===== src/inc/nbea_pkg.sv =====
// Package with register map, field layout and reason codes of the error address encoder
package nbea_pkg;
   // ---------------------------------------------------------------
   // Register byte offsets
   // ---------------------------------------------------------------
   localparam logic [7:0] NBEA_ADDR_LO_OFS = 8'h00;  // Error address bits 31:0
   localparam logic [7:0] NBEA_ADDR_HI_OFS = 8'h04;  // Error address bits 47:32
   localparam logic [7:0] NBEA_STATUS_OFS  = 8'h08;  // Log status and mode control
   localparam logic [7:0] NBEA_IRQ_ST_OFS  = 8'h0C;  // Sticky event bits, write one to clear
   localparam logic [7:0] NBEA_IRQ_MSK_OFS = 8'h10;  // Interrupt mask, same layout

   // ---------------------------------------------------------------
   // Field layout
   // ---------------------------------------------------------------
   localparam int NBEA_PA_W       = 48;  // Physical address width
   localparam int NBEA_RSN_LSB    = 1;   // Reason code low bit
   localparam int NBEA_RSN_W      = 5;   // Reason code width
   localparam int NBEA_PROT_PA_LSB = 6;  // Lowest address bit kept for protocol errors
   localparam int NBEA_ST_VALID   = 0;   // Status: log holds an error
   localparam int NBEA_ST_ADDRESS_VALID_FLAG   = 1;   // Status: address valid flag
   localparam int NBEA_ST_PROT    = 2;   // Status: protocol format in use
   localparam int NBEA_ST_RETRY   = 3;   // Status: error-retry mode enable (RW)
   localparam int NBEA_IRQ_LOG    = 0;   // Event: protocol or address error logged
   localparam int NBEA_IRQ_RETRY  = 1;   // Event: link retry requested
   localparam int NBEA_IRQ_W      = 2;   // Number of event bits
   localparam logic [47:0] NBEA_ADDR_RST = 48'h0000_0000_0000;  // Log reset value

   // ---------------------------------------------------------------
   // Error event encoding on the input side
   // ---------------------------------------------------------------
   typedef enum logic [4:0]
   {
      NBEA_EV_NONE,          // No error
      NBEA_EV_DEFAULT,       // Address-valid error of default format
      NBEA_EV_RD_RSP,        // Read response without request
      NBEA_EV_PROBE_RSP,     // Probe response without request
      NBEA_EV_TGT_DONE,      // Unmatched target_done_response
      NBEA_EV_TGT_START,     // Unmatched target_start_response
      NBEA_EV_CMD_OVF,       // Link command buffer overflow
      NBEA_EV_DATA_OVF,      // Link data buffer overflow
      NBEA_EV_RETRY_OVF,     // Retry acknowledge counter overflow
      NBEA_EV_DATA_MID,      // Data command during data transfer
      NBEA_EV_ADDR_EXT,      // Address extension not followed by addressed command
      NBEA_EV_COH_TO_IO,     // Coherent-only packet toward IO link
      NBEA_EV_BAD_CMD,       // Invalid command
      NBEA_EV_CTRL_DROP,     // Control signal deasserted, no data phase
      NBEA_EV_L3_REQ_MULTI,  // Request multiple L3 hits
      NBEA_EV_L3_PRB_MULTI,  // Probe multiple L3 hits
      NBEA_EV_L3_RQ_OVF,     // L3 request queue overflow
      NBEA_EV_L3_WRVIC,      // Dirty victim incompatible state
      NBEA_EV_L3_CLVIC       // Clean victim incompatible state
   } nbea_event_t;

   // ---------------------------------------------------------------
   // Reason codes
   // ---------------------------------------------------------------
   localparam logic [4:0] NBEA_RC_RD_RSP    = 5'h00;
   localparam logic [4:0] NBEA_RC_PROBE_RSP = 5'h01;
   localparam logic [4:0] NBEA_RC_TGT_DONE  = 5'h02;
   localparam logic [4:0] NBEA_RC_TGT_START = 5'h03;
   localparam logic [4:0] NBEA_RC_CMD_OVF   = 5'h04;
   localparam logic [4:0] NBEA_RC_DATA_OVF  = 5'h05;
   localparam logic [4:0] NBEA_RC_RETRY_OVF = 5'h06;
   localparam logic [4:0] NBEA_RC_DATA_MID  = 5'h07;
   localparam logic [4:0] NBEA_RC_ADDR_EXT  = 5'h08;
   localparam logic [4:0] NBEA_RC_COH_TO_IO = 5'h09;
   localparam logic [4:0] NBEA_RC_BAD_CMD   = 5'h0A;
   localparam logic [4:0] NBEA_RC_CTRL_DROP = 5'h0B;
   localparam logic [4:0] NBEA_RC_L3_REQ    = 5'h10;
   localparam logic [4:0] NBEA_RC_L3_PRB    = 5'h11;
   localparam logic [4:0] NBEA_RC_L3_RQOVF  = 5'h12;
   localparam logic [4:0] NBEA_RC_L3_WRVIC  = 5'h13;
   localparam logic [4:0] NBEA_RC_L3_CLVIC  = 5'h14;

   // ---------------------------------------------------------------
   // AHB-Lite encodings
   // ---------------------------------------------------------------
   localparam logic [1:0] NBEA_HTRANS_NONSEQ = 2'h2;
   localparam logic [2:0] NBEA_HSIZE_WORD    = 3'h2;
endpackage


===== src/rtl/nbea_encoder.sv =====
// Error address log encoder with AHB-Lite register access and interrupt
//
// The AHB-Lite register port and the register offsets are this design's own decisions.
`timescale 1ns/1ps
// Summary of operation
// - Default format logs address 47:1, bit0 reserved.
// - Protocol format keeps address 47:6 only when valid.
// - Codes 01,02,03 for unmatched probe/done/start responses.
// - Codes 04,05 for command/data buffer overflow.
// - Code 06 for retry acknowledge counter overflow.
// - Code 07 for data command mid-transfer.
// - Code 08 for bad address-extension follower.
// - Code 09 for coherent-only packet to IO.
// - Code 0A for invalid command outside retry.
// - In retry mode log only CRC-good illegal commands.
// - Code 0B for control drop, retry disabled.
// - Retry enabled: control drop starts retry instead.
// - Codes 10,11 for L3 multiple hits.
// - Code 12 for L3 request queue overflow.
// - Codes 13,14 for incompatible victim states.
// - Layout chosen by error class.
// - Address valid flag marks address as error address.
module nbea_encoder
   import nbea_pkg::*;
(
   // Clock and reset
   input  wire logic              i_clock,
   input  wire logic              i_reset_n,
   // Error event from detectors, same clock domain
   input  wire nbea_pkg::nbea_event_t i_event,
   input  wire logic              i_event_addr_valid,
   input  wire logic [47:0]       i_event_addr,
   input  wire logic              i_event_retry_mode,
   input  wire logic              i_event_crc_ok,
   input  wire logic              i_event_data_pending,
   // Link retry request
   output logic                   o_link_retry,
   // AHB-Lite slave
   input  wire logic              i_hsel,
   input  wire logic [7:0]        i_haddr,
   input  wire logic [1:0]        i_htrans,
   input  wire logic              i_hwrite,
   input  wire logic [2:0]        i_hsize,
   input  wire logic [31:0]       i_hwdata,
   input  wire logic              i_hready,
   output logic [31:0]            o_hrdata,
   output logic                   o_hreadyout,
   output logic                   o_hresp,
   // Interrupt
   output logic                   o_irq
);
   import nbea_pkg::*;

   // ---------------------------------------------------------------
   // State
   // ---------------------------------------------------------------
   logic [47:0]           addr_reg;       // error_address_field
   logic                  valid_reg;      // Log holds an error
   logic                  address_valid_flag_reg;      // address_valid_flag
   logic                  prot_reg;       // Protocol format logged
   logic                  retry_en_reg;   // Error-retry mode enable
   logic [NBEA_IRQ_W-1:0] irq_st_reg;     // Sticky events
   logic [NBEA_IRQ_W-1:0] irq_msk_reg;    // Event mask
   logic                  wr_pend_reg;    // Write data phase pending
   logic [7:0]            wr_addr_reg;    // Latched write address

   // ---------------------------------------------------------------
   // Event decode
   // ---------------------------------------------------------------
   logic       ev_is_prot;    // Event uses reason-code format
   logic       ev_log;        // Event gets logged
   logic       ev_retry;      // Event starts a link retry
   logic [4:0] ev_code;       // Reason code

   // Maps an event to its reason code; only listed codes exist
   function automatic logic [4:0] reason_code(input nbea_event_t ev);
      logic [4:0] rc;
      rc = NBEA_RC_RD_RSP;
      unique case (ev)
         NBEA_EV_PROBE_RSP    : rc = NBEA_RC_PROBE_RSP;
         NBEA_EV_TGT_DONE     : rc = NBEA_RC_TGT_DONE;
         NBEA_EV_TGT_START    : rc = NBEA_RC_TGT_START;
         NBEA_EV_CMD_OVF      : rc = NBEA_RC_CMD_OVF;
         NBEA_EV_DATA_OVF     : rc = NBEA_RC_DATA_OVF;
         NBEA_EV_RETRY_OVF    : rc = NBEA_RC_RETRY_OVF;
         NBEA_EV_DATA_MID     : rc = NBEA_RC_DATA_MID;
         NBEA_EV_ADDR_EXT     : rc = NBEA_RC_ADDR_EXT;
         NBEA_EV_COH_TO_IO    : rc = NBEA_RC_COH_TO_IO;
         NBEA_EV_BAD_CMD      : rc = NBEA_RC_BAD_CMD;
         NBEA_EV_CTRL_DROP    : rc = NBEA_RC_CTRL_DROP;
         NBEA_EV_L3_REQ_MULTI : rc = NBEA_RC_L3_REQ;
         NBEA_EV_L3_PRB_MULTI : rc = NBEA_RC_L3_PRB;
         NBEA_EV_L3_RQ_OVF    : rc = NBEA_RC_L3_RQOVF;
         NBEA_EV_L3_WRVIC     : rc = NBEA_RC_L3_WRVIC;
         NBEA_EV_L3_CLVIC     : rc = NBEA_RC_L3_CLVIC;
         default              : rc = NBEA_RC_RD_RSP;
      endcase
      return rc;
   endfunction

   // Classifies the incoming event
   always_comb
   begin
      ev_is_prot = (i_event != NBEA_EV_NONE) && (i_event != NBEA_EV_DEFAULT);
      ev_code    = reason_code(i_event);
      ev_log     = (i_event != NBEA_EV_NONE);
      ev_retry   = 1'b0;
      if (i_event == NBEA_EV_BAD_CMD && i_event_retry_mode && !i_event_crc_ok)
      begin
         // Invalid commands with CRC failures in retry mode are not logged
         ev_log = 1'b0;
      end
      if (i_event == NBEA_EV_CTRL_DROP)
      begin
         if (i_event_data_pending)
         begin
            // Deassertion with data phase pending is legal
            ev_log = 1'b0;
         end
         else if (retry_en_reg)
         begin
            // Retry replaces the protocol error
            ev_log   = 1'b0;
            ev_retry = 1'b1;
         end
      end
   end

   // ---------------------------------------------------------------
   // Bus decode
   // ---------------------------------------------------------------
   logic bus_go;   // Valid address phase taken
   assign bus_go = i_hsel && i_hready && (i_htrans == NBEA_HTRANS_NONSEQ);

   // Write helper: is a pending write aimed at an offset
   function automatic logic wr_hit(input logic pend, input logic [7:0] a, input logic [7:0] ofs);
      return pend && (a == ofs);
   endfunction

   // Latches write address phase
   always_ff @(posedge i_clock or negedge i_reset_n)
   begin
      if (!i_reset_n)
      begin
         wr_pend_reg <= 1'b0;
         wr_addr_reg <= 8'h00;
      end
      else
      begin
         wr_pend_reg <= bus_go && i_hwrite;
         wr_addr_reg <= i_haddr;
      end
   end

   // ---------------------------------------------------------------
   // Error log, loaded on a logged event or by software write
   // ---------------------------------------------------------------
   always_ff @(posedge i_clock or negedge i_reset_n)
   begin
      if (!i_reset_n)
      begin
         addr_reg  <= NBEA_ADDR_RST;
         valid_reg <= 1'b0;
         address_valid_flag_reg <= 1'b0;
         prot_reg  <= 1'b0;
      end
      else if (ev_log)
      begin
         valid_reg <= 1'b1;
         address_valid_flag_reg <= i_event_addr_valid;
         prot_reg  <= ev_is_prot;
         addr_reg  <= NBEA_ADDR_RST;
         if (ev_is_prot)
         begin
            addr_reg[NBEA_RSN_LSB +: NBEA_RSN_W] <= ev_code;
            if (i_event_addr_valid)
            begin
               // Only the cache line address is kept
               addr_reg[NBEA_PA_W-1:NBEA_PROT_PA_LSB] <=
                  i_event_addr[NBEA_PA_W-1:NBEA_PROT_PA_LSB];
            end
         end
         else
         begin
            // Bit zero stays reserved as zero
            addr_reg[NBEA_PA_W-1:1] <= i_event_addr[NBEA_PA_W-1:1];
         end
      end
      else if (wr_hit(wr_pend_reg, wr_addr_reg, NBEA_ADDR_LO_OFS))
      begin
         addr_reg[31:1] <= i_hwdata[31:1];
      end
      else if (wr_hit(wr_pend_reg, wr_addr_reg, NBEA_ADDR_HI_OFS))
      begin
         addr_reg[47:32] <= i_hwdata[15:0];
      end
      else if (wr_hit(wr_pend_reg, wr_addr_reg, NBEA_STATUS_OFS))
      begin
         valid_reg <= i_hwdata[NBEA_ST_VALID];
         address_valid_flag_reg <= i_hwdata[NBEA_ST_ADDRESS_VALID_FLAG];
         prot_reg  <= i_hwdata[NBEA_ST_PROT];
      end
   end

   // Retry mode enable, software controlled
   always_ff @(posedge i_clock or negedge i_reset_n)
   begin
      if (!i_reset_n)
         retry_en_reg <= 1'b0;
      else if (wr_hit(wr_pend_reg, wr_addr_reg, NBEA_STATUS_OFS))
         retry_en_reg <= i_hwdata[NBEA_ST_RETRY];
   end

   // Link retry request pulse
   always_ff @(posedge i_clock or negedge i_reset_n)
   begin
      if (!i_reset_n)
         o_link_retry <= 1'b0;
      else
         o_link_retry <= ev_retry;
   end

   // ---------------------------------------------------------------
   // Interrupt status and mask
   // ---------------------------------------------------------------
   logic [NBEA_IRQ_W-1:0] irq_set;   // Events this cycle
   assign irq_set = {ev_retry, ev_log};

   // Sticky status; a new event wins over a clear
   always_ff @(posedge i_clock or negedge i_reset_n)
   begin
      if (!i_reset_n)
         irq_st_reg <= '0;
      else if (wr_hit(wr_pend_reg, wr_addr_reg, NBEA_IRQ_ST_OFS))
         irq_st_reg <= (irq_st_reg & ~i_hwdata[NBEA_IRQ_W-1:0]) | irq_set;
      else
         irq_st_reg <= irq_st_reg | irq_set;
   end

   // Mask register
   always_ff @(posedge i_clock or negedge i_reset_n)
   begin
      if (!i_reset_n)
         irq_msk_reg <= '0;
      else if (wr_hit(wr_pend_reg, wr_addr_reg, NBEA_IRQ_MSK_OFS))
         irq_msk_reg <= i_hwdata[NBEA_IRQ_W-1:0];
   end

   // Interrupt output, registered
   always_ff @(posedge i_clock or negedge i_reset_n)
   begin
      if (!i_reset_n)
         o_irq <= 1'b0;
      else
         o_irq <= |(irq_st_reg & irq_msk_reg);
   end

   // ---------------------------------------------------------------
   // Read data, prepared in the address phase
   // ---------------------------------------------------------------
   logic [31:0] rd_mux;   // Read value for current address
   always_comb
   begin
      rd_mux = 32'h0000_0000;
      unique case (i_haddr)
         NBEA_ADDR_LO_OFS : rd_mux = {addr_reg[31:1], 1'b0};
         NBEA_ADDR_HI_OFS : rd_mux = {16'h0000, addr_reg[47:32]};
         NBEA_STATUS_OFS  : rd_mux = {28'h000_0000, retry_en_reg, prot_reg, address_valid_flag_reg, valid_reg};
         NBEA_IRQ_ST_OFS  : rd_mux = {30'h0000_0000, irq_st_reg};
         NBEA_IRQ_MSK_OFS : rd_mux = {30'h0000_0000, irq_msk_reg};
         default          : rd_mux = 32'h0000_0000;   // Unmapped reads zero
      endcase
   end

   // Read data register; zero-wait, always OKAY
   always_ff @(posedge i_clock or negedge i_reset_n)
   begin
      if (!i_reset_n)
      begin
         o_hrdata    <= 32'h0000_0000;
         o_hreadyout <= 1'b1;
         o_hresp     <= 1'b0;
      end
      else
      begin
         o_hreadyout <= 1'b1;
         o_hresp     <= 1'b0;
         if (bus_go && !i_hwrite)
            o_hrdata <= rd_mux;
      end
   end
endmodule


===== config.mk =====
export PLATFORM = sky130hd
export DESIGN_NAME = nbea_encoder
export DESIGN_NICKNAME = d
export VERILOG_FILES = /design/src/inc/nbea_pkg.sv /design/src/rtl/nbea_encoder.sv
export SDC_FILE = /design/constraint.sdc
export NUM_CORES = 1
export LEC_CHECK = 0
export BUFFER_PORTS_ARGS = -buffer_cell sky130_fd_sc_hd__buf_2
export CORE_ASPECT_RATIO = 0.75
export CORE_MARGIN = 1
export CORE_UTILIZATION = 47
export DETAILED_ROUTE_END_ITERATION = 10
export GPL_TIMING_DRIVEN = 0
export PLACE_DENSITY = 0.76
export SLEW_MARGIN = 15
export SYNTH_ARGS = -nofsm -noshare
export SYNTH_HDL_FRONTEND = slang
export SYNTH_SLANG_ARGS = --single-unit

===== constraint.sdc =====
create_clock -name i_clock -period 1.8 [get_ports i_clock]
set_input_delay 0.36 -clock i_clock [delete_from_list [all_inputs] [get_ports i_clock]]
set_output_delay 0.36 -clock i_clock [all_outputs]
set_load 0.005 [all_outputs]

==> impl_metrics.toml, run 1 <==
[layout]
regArea_mm2 = 0.002452
design.final.nets = 698
areaGrowthSynthToFinish_pct = 27.41
final_util = 0.6176
antenna-diode-count = 0
final_cells = 729
number_of_flip_flops_under_the_largest_register_name = 47
final_layout_size_suffix_gt1_frac = 0.3929
multiInputGateArea_mm2 = 0.002401
fill_cells = 855

[routing]
wirelength_um = 14280
detailedRoute.firstPassIterationCount = 5
post_drt_via_cell_ratio = 6.004
met1Wirelength_um = 6250
remaining_drc_errors = 0
met3_length_um = 1169
met2_wirelength_um = 6642
route.antenna.remaining_nets = 0
drt-wirelength-per-cell_um = 19.58
first_iter_violations = 361
routed-via-count = 4377
highest_layer = "met4"

[setup_path]
critical_path.startpoint_type = "register"
critPathMaxFanout = 4
worstPathRequired_ns = 2.03
r2r_setup_slack_ns = 0.07
arrival_ns = 1.96
cp-end-kind = "register"
crit_type = "register to register"

[die]
floorplan.die_area_mm2 = 0.01108
die_width_um = 121.2
core-area_mm2 = 0.01033
die_h_um = 91.39
count_of_standard_cell_rows = 32
initial_utilization = 0.4847
io_pins = 143

[placed_design]
hpwl_um = 10340
globalplace.congestion = 0.8476
io_buffers = 135
place.detailed.instances = 704

[yosys]
postSynthAreaPerCell_um2 = 11.59
synth_warnings = 0
synth.ff_latch_count = 98
postSynthCellCount = 432
postSynth.asyncResetShare = 1.000
synth_seq_area_share = 0.4898
synth_top_cells_by_area = "sky130_fd_sc_hd__dfrtp_1 (49%), sky130_fd_sc_hd__a2bb2oi_1 (6.8%), sky130_fd_sc_hd__o22a_1 (6.6%)"
syn-cell-area_mm2 = 0.005007
synth_nets = 542
synthDominantCellAreaShare = 0.4898
prevailing_post_synth_register_cell = "sky130_fd_sc_hd__dfrtp_1"
synth_edf_count = 0
ys_types = 50
yosys.area.top_type = "sky130_fd_sc_hd__dfrtp_1"

[timing]
setup_repair_after_global_routing_missed_its_margin = "yes"
tns_ns = 0
setup_viol_count_final = 0
hold_ws_ns = 0.1356
max_clock_freq_mhz = 577.7
finalCritPeriodShare = 0.9617
number_of_hold_slack_violations_in_the_final_timing_report = 0
tightest_slew_ns = 0.6180
slew_headroom = 0.5880
final.min_clock_period_ns = 1.731
fin_worst_skew_ns = 0.008590
slew_viol_final = 0

[job]
maxCapViolations = 0

[outcome]
status = "complete, no violations"

[clocking]
clkSinkCount = 98
worst_skew_pair.late_latency_ns = 0.35
htree_levels = 3
ctsRootBufferMaster = "sky130_fd_sc_hd__clkbuf_16"
cts-root-to-sink-buffers = 2
tritoncts.num_buffers = 9
tritoncts_clock_tree = "done"
clkTransAtPathRegs_ns = 0.07

[global_route]
global_route.overflow_total = 0
antenna_found_initial = 0
grt_usage = 0.2635
grt_start_max_net_pins = 88
first_global_vias = 4275
global_route_wire_length_before_repair_um = 22360

[power]
power.static_leakage_uw = 0.003143
vdd_ir_drop_max_mv = 0.4661
total_power_uw = 5118
power.density_mw_per_mm2 = 802.3

[worst_hold_path]
worstHoldPathType = "input port to register"
==> per-stage QoR <==
stage          setup WS [ns]  instance area (um2)
2_1_floorplan        0.01748                 5007
3_3_place_gp         -0.5983                 5853
3_5_place_dp         -0.4903                 5887
4_1_cts              0.01566                 6319
5_1_grt            -0.005703                 6380
6_report             0.06889                 6380
==> kinds of logic after synthesis <==
| logic type | synth area share |
|---|---|
| buffers and inverters | 0.04198 |
| and+or+nand+nor | 0.1612 |
| adders and majority gates | 0.007497 |
| DFF | 0.4898 |
| muxes | 0.07771 |
| other | 0.001500 |
| AOI/OAI and AO/OA | 0.2204 |
==> worst paths after layout <==
check	from	end	cells after the start
min in group asynchronous	i_reset_n	o_hrdata[18]	2
worst max-delay path	wr_addr_reg[1]	retry_en_reg	4
worst min register to register	o_hrdata[8]	o_hrdata[8]	2
worst min-delay path	i_haddr[6]	wr_addr_reg[6]	1
worst max register to register	wr_addr_reg[1]	retry_en_reg	4
max in group asynchronous	i_reset_n	wr_addr_reg[3]	3
==> power by group <==
group | switching, uW | internal, uW
sequential | 75.0 | 2310
clock | 851 | 1270
combinational | 305 | 308
total | 1230 | 3890
==> layer usage <==
| layer | up-vias | GRT usage |
|---|---|---|
| met5 | - | 0 |
| met1 | 2184 | 0.3673 |
| met2 | 205 | 0.4124 |
| met4 | 0 | 0.08333 |
| li1 | 1966 | - |
| met3 | 22 | 0.05151 |
==> synth_stat cells (3+ instances only) <==
library cell and count:
sky130_fd_sc_hd__dfrtp_1 98, sky130_fd_sc_hd__a2bb2oi_1 39, sky130_fd_sc_hd__o22a_1 38, sky130_fd_sc_hd__mux2i_1 31, sky130_fd_sc_hd__nand2_1 22, sky130_fd_sc_hd__clkbuf_1 20, sky130_fd_sc_hd__nor3b_2 20, sky130_fd_sc_hd__nor3b_1 19
sky130_fd_sc_hd__a22o_1 17, sky130_fd_sc_hd__o21ai_0 14, sky130_fd_sc_hd__buf_2 12, sky130_fd_sc_hd__nor2_1 8, sky130_fd_sc_hd__o21ai_1 8, sky130_fd_sc_hd__nand4_1 7, sky130_fd_sc_hd__inv_1 6, sky130_fd_sc_hd__nand2b_1 6
sky130_fd_sc_hd__mux2_2 5, sky130_fd_sc_hd__nor3_1 5, sky130_fd_sc_hd__a21o_1 3, sky130_fd_sc_hd__a21oi_1 3, sky130_fd_sc_hd__a31oi_1 3, sky130_fd_sc_hd__buf_6 3, sky130_fd_sc_hd__ha_1 3, sky130_fd_sc_hd__nand3_1 3
sky130_fd_sc_hd__nand4b_1 3, sky130_fd_sc_hd__o41ai_1 3, sky130_fd_sc_hd__or2_2 3
==> cell usage in the layout (no fill, tap or decap), types with 3 or more instances in the layout <==
cell type	count
sky130_fd_sc_hd__nor3_1	4
sky130_fd_sc_hd__a31oi_1	3
sky130_fd_sc_hd__a21o_1	3
sky130_fd_sc_hd__a21oi_1	3
sky130_fd_sc_hd__nand2_1	22
sky130_fd_sc_hd__o21ai_1	8
sky130_fd_sc_hd__inv_1	6
sky130_fd_sc_hd__dfrtp_1	98
sky130_fd_sc_hd__buf_2	148
sky130_fd_sc_hd__clkbuf_16	9
sky130_fd_sc_hd__a22o_1	17
sky130_fd_sc_hd__buf_4	10
sky130_fd_sc_hd__nand2b_1	6
sky130_fd_sc_hd__clkbuf_2	7
sky130_fd_sc_hd__mux2_2	5
sky130_fd_sc_hd__nor3b_1	18
sky130_fd_sc_hd__a2bb2oi_1	39
sky130_fd_sc_hd__buf_6	6
sky130_fd_sc_hd__nand4_1	7
sky130_fd_sc_hd__clkbuf_4	3
sky130_fd_sc_hd__mux2i_1	31
sky130_fd_sc_hd__nand4b_1	3
sky130_fd_sc_hd__nor2_1	7
sky130_fd_sc_hd__or2_2	3
sky130_fd_sc_hd__o21ai_0	13
sky130_fd_sc_hd__o22a_1	38
sky130_fd_sc_hd__nor3b_2	21
sky130_fd_sc_hd__ha_1	3
sky130_fd_sc_hd__clkbuf_1	8
==> what timing repair did <==
action	4_1_cts	5_1_grt
setup endpoints to repair	52	66
cloned	0	0
buffers inserted	6	2
hold endpoints to repair	11	0
hold buffers	1	0
pin swaps	3	6
resized for setup	16	30
==> area by class of cell <==
class	count	share of cell area
plain buffers	38	0.03530
clock buffers	11	0.03805
clock inverters	5	0.01353
inverters	6	0.003530
multi-input cells	290	0.3763
flip-flops and latches	98	0.3844
well taps	136	0.02667
repair buffers	145	0.1222
==> worst max-delay path, stage by stage, from the launching register on <==
cell                       delay, ns
sky130_fd_sc_hd__dfrtp_1        0.41
sky130_fd_sc_hd__nor4b_4        0.41
sky130_fd_sc_hd__buf_4          0.19
sky130_fd_sc_hd__nand4b_1       0.26
sky130_fd_sc_hd__mux2_2         0.36
No activity file was read; power rests on OpenSTA's default activity.
==> run 2: changes to the inputs <==
CORE_UTILIZATION = 35   (was 47)
CTS_BUF_LIST = sky130_fd_sc_hd__clkbuf_4 sky130_fd_sc_hd__clkbuf_8   (was default)
PLACE_DENSITY = 0.6   (was 0.76)
==> run 2 against run 1 <==
  * Clock-buffer cell count is 1 higher
  * Clock power down 36%
  * Non-clock buffer count unchanged
  * Critical path depth is 2 higher
  * Final cell count rose by 5.3%
  * Core utilization is 16 points lower
  * Sequential share of layout area is 0.45 points higher
  * Register-to-register slack got worse by 0.07 ns
  * First-iteration DRC count fell by 48%
  * Critical path type unchanged
==> impl_metrics.toml, run 2 (same netlist as run 1, synthesis figures left out) <==
[global_route]
grt_start_max_net_pins = 78
global_route_wire_length_before_repair_um = 23300
first_global_vias = 4129
antenna_found_initial = 0
global_route.overflow_total = 0
grt_usage = 0.2062

[clocking]
tritoncts.num_buffers = 9
clkSinkCount = 98
worst_skew_pair.late_latency_ns = 0.37
tritoncts_clock_tree = "done"
ctsRootBufferMaster = "sky130_fd_sc_hd__clkbuf_8"
clkTransAtPathRegs_ns = 0.10
cts-root-to-sink-buffers = 2
htree_levels = 3

[die]
initial_utilization = 0.3617
core-area_mm2 = 0.01384
floorplan.die_area_mm2 = 0.01479
die_h_um = 105.6
count_of_standard_cell_rows = 37
io_pins = 143
die_width_um = 140.1

[setup_path]
worstPathRequired_ns = 2.06
critical_path.startpoint_type = "register"
critPathMaxFanout = 5
crit_type = "register to register"
endpoint = "addr_reg[47]"
timing.reg2reg.worst_path_depth = 6
timing.critical_path.slowest_stage_cell = "sky130_fd_sc_hd__dfrtp_1"
crit_path_cells = "nor4b_4, nand4b_1, buf_6, buf_6, a2bb2oi_1, o22a_1"
worst_path_most_repeated_cell = "sky130_fd_sc_hd__buf_6"
critical_path.max_stage_delay_ns = 0.42
regToRegStartpoint = "wr_addr_reg[1]"
r2r_setup_slack_ns = 0.0008
critPathLaunch = "wr_addr_reg[1]"
arrival_ns = 2.06
timing.rr.end = "addr_reg[47]"
cp-end-kind = "register"

[timing]
slew_viol_final = 0
hold_ws_ns = 0.1032
setup_viol_count_final = 0
max_clock_freq_mhz = 555.8
tns_ns = 0
finalCritPeriodShare = 0.9996
final.min_clock_period_ns = 1.799
slew_headroom = 0.5424
number_of_hold_slack_violations_in_the_final_timing_report = 0
setup_repair_after_global_routing_missed_its_margin = "yes"
tightest_slew_ns = 0.6863
fin_worst_skew_ns = 0.01351

[layout]
antenna-diode-count = 0
areaGrowthSynthToFinish_pct = 25.94
final_layout_size_suffix_gt1_frac = 0.3879
number_of_flip_flops_under_the_largest_register_name = 47
final_design_area_no_fill_mm2 = 0.006306
design.final.nets = 698
final_common_cell = "sky130_fd_sc_hd__buf_2"
mostFrequentLayoutCells = "sky130_fd_sc_hd__buf_2 (146), sky130_fd_sc_hd__dfrtp_1 (98), sky130_fd_sc_hd__a2bb2oi_1 (39)"

[routing]
wirelength_um = 14760
remaining_drc_errors = 0
route.antenna.remaining_nets = 0
first_iter_violations = 187
post_drt_via_cell_ratio = 5.492
drt-wirelength-per-cell_um = 19.22
detailedRoute.firstPassIterationCount = 4
routed-via-count = 4218

[placed_design]
globalplace.congestion = 0.8591
hpwl_um = 10930
io_buffers = 135
detailed_place.area_mm2 = 0.005936

[job]
maxCapViolations = 0

[outcome]
status = "complete, no violations"

[worst_hold_path]
worstHoldPathType = "input port to register"

[power]
vdd_ir_drop_max_mv = 0.2909
power.static_leakage_uw = 0.003089
total_power_uw = 4358
power.density_mw_per_mm2 = 691.1
-- run 2: power by group --
part           internal (uW)  switching (uW)
Clock                    592             767
Combinational            307             305
Sequential              2310            75.4
-- run 2: worst max-delay path: cells and delay by family, from the launching register on --
family / cells / cell delay, ns
AOI/OAI and AO/OA: 2 / 0.35
buffers and inverters: 2 / 0.31
DFF: 1 / 0.42
and+or+nand+nor: 2 / 0.61
-- run 2: metrics by stage --
stage	instances	util	worst slack (ns)
after floorplan	432	-	0.01748
after global placement	742	0.4264	-0.6882
after detailed placement	743	0.4288	-0.5341
after CTS	763	0.4490	0.002520
after global routing	768	0.4556	-0.03719
final	768	0.4556	0.0007638
-- run 2: routing by layer --
layer,wire [um],vias up,GRT usage,part of all wire
li1,-,1961,-,-
met1,7412,2109,0.3016,0.50
met2,6505,136,0.3104,0.44
met3,694,12,0.04180,0.047
met4,149,0,0.05024,0.010
met5,0,-,0,0
-- run 2: repair_timing --
item                                   4_1_cts  5_1_grt
resized for setup                           20       25
setup endpoints to repair                   52       59
setup buffers                                3        5
hold buffers                                 1        0
pin swaps                                    2       10
cloned                                       0        0
endpoints found under the hold margin       21        0
-- run 2: area by class of cell --
type / instances / area (um2)
timing repair buffer: 145 / 787.0
inverter: 6 / 22.52
tap: 175 / 219.0
clock buffer: 12 / 158.9
multi-input combinational: 290 / 2415
fill: 1325 / 7536
clock inverter: 4 / 26.28
buffer: 38 / 225.2
sequential: 98 / 2452
-- run 2: worst min path at each step --
| stage | to | from | slack (ns) | cells after the start |
|---|---|---|---|---|
| after detailed placement | o_hrdata[24] | i_reset_n | 0.22 | 1 |
| after floorplan | addr_reg[10] | i_reset_n | 0.06 | 0 |
| final | wr_addr_reg[1] | i_haddr[1] | 0.10 | 1 |
| after global placement | o_hrdata[2] | o_hrdata[2] | 0.46 | 2 |
| after global routing | wr_addr_reg[6] | i_haddr[6] | 0.09 | 1 |
| after CTS | wr_addr_reg[1] | i_haddr[1] | 0.08 | 1 |
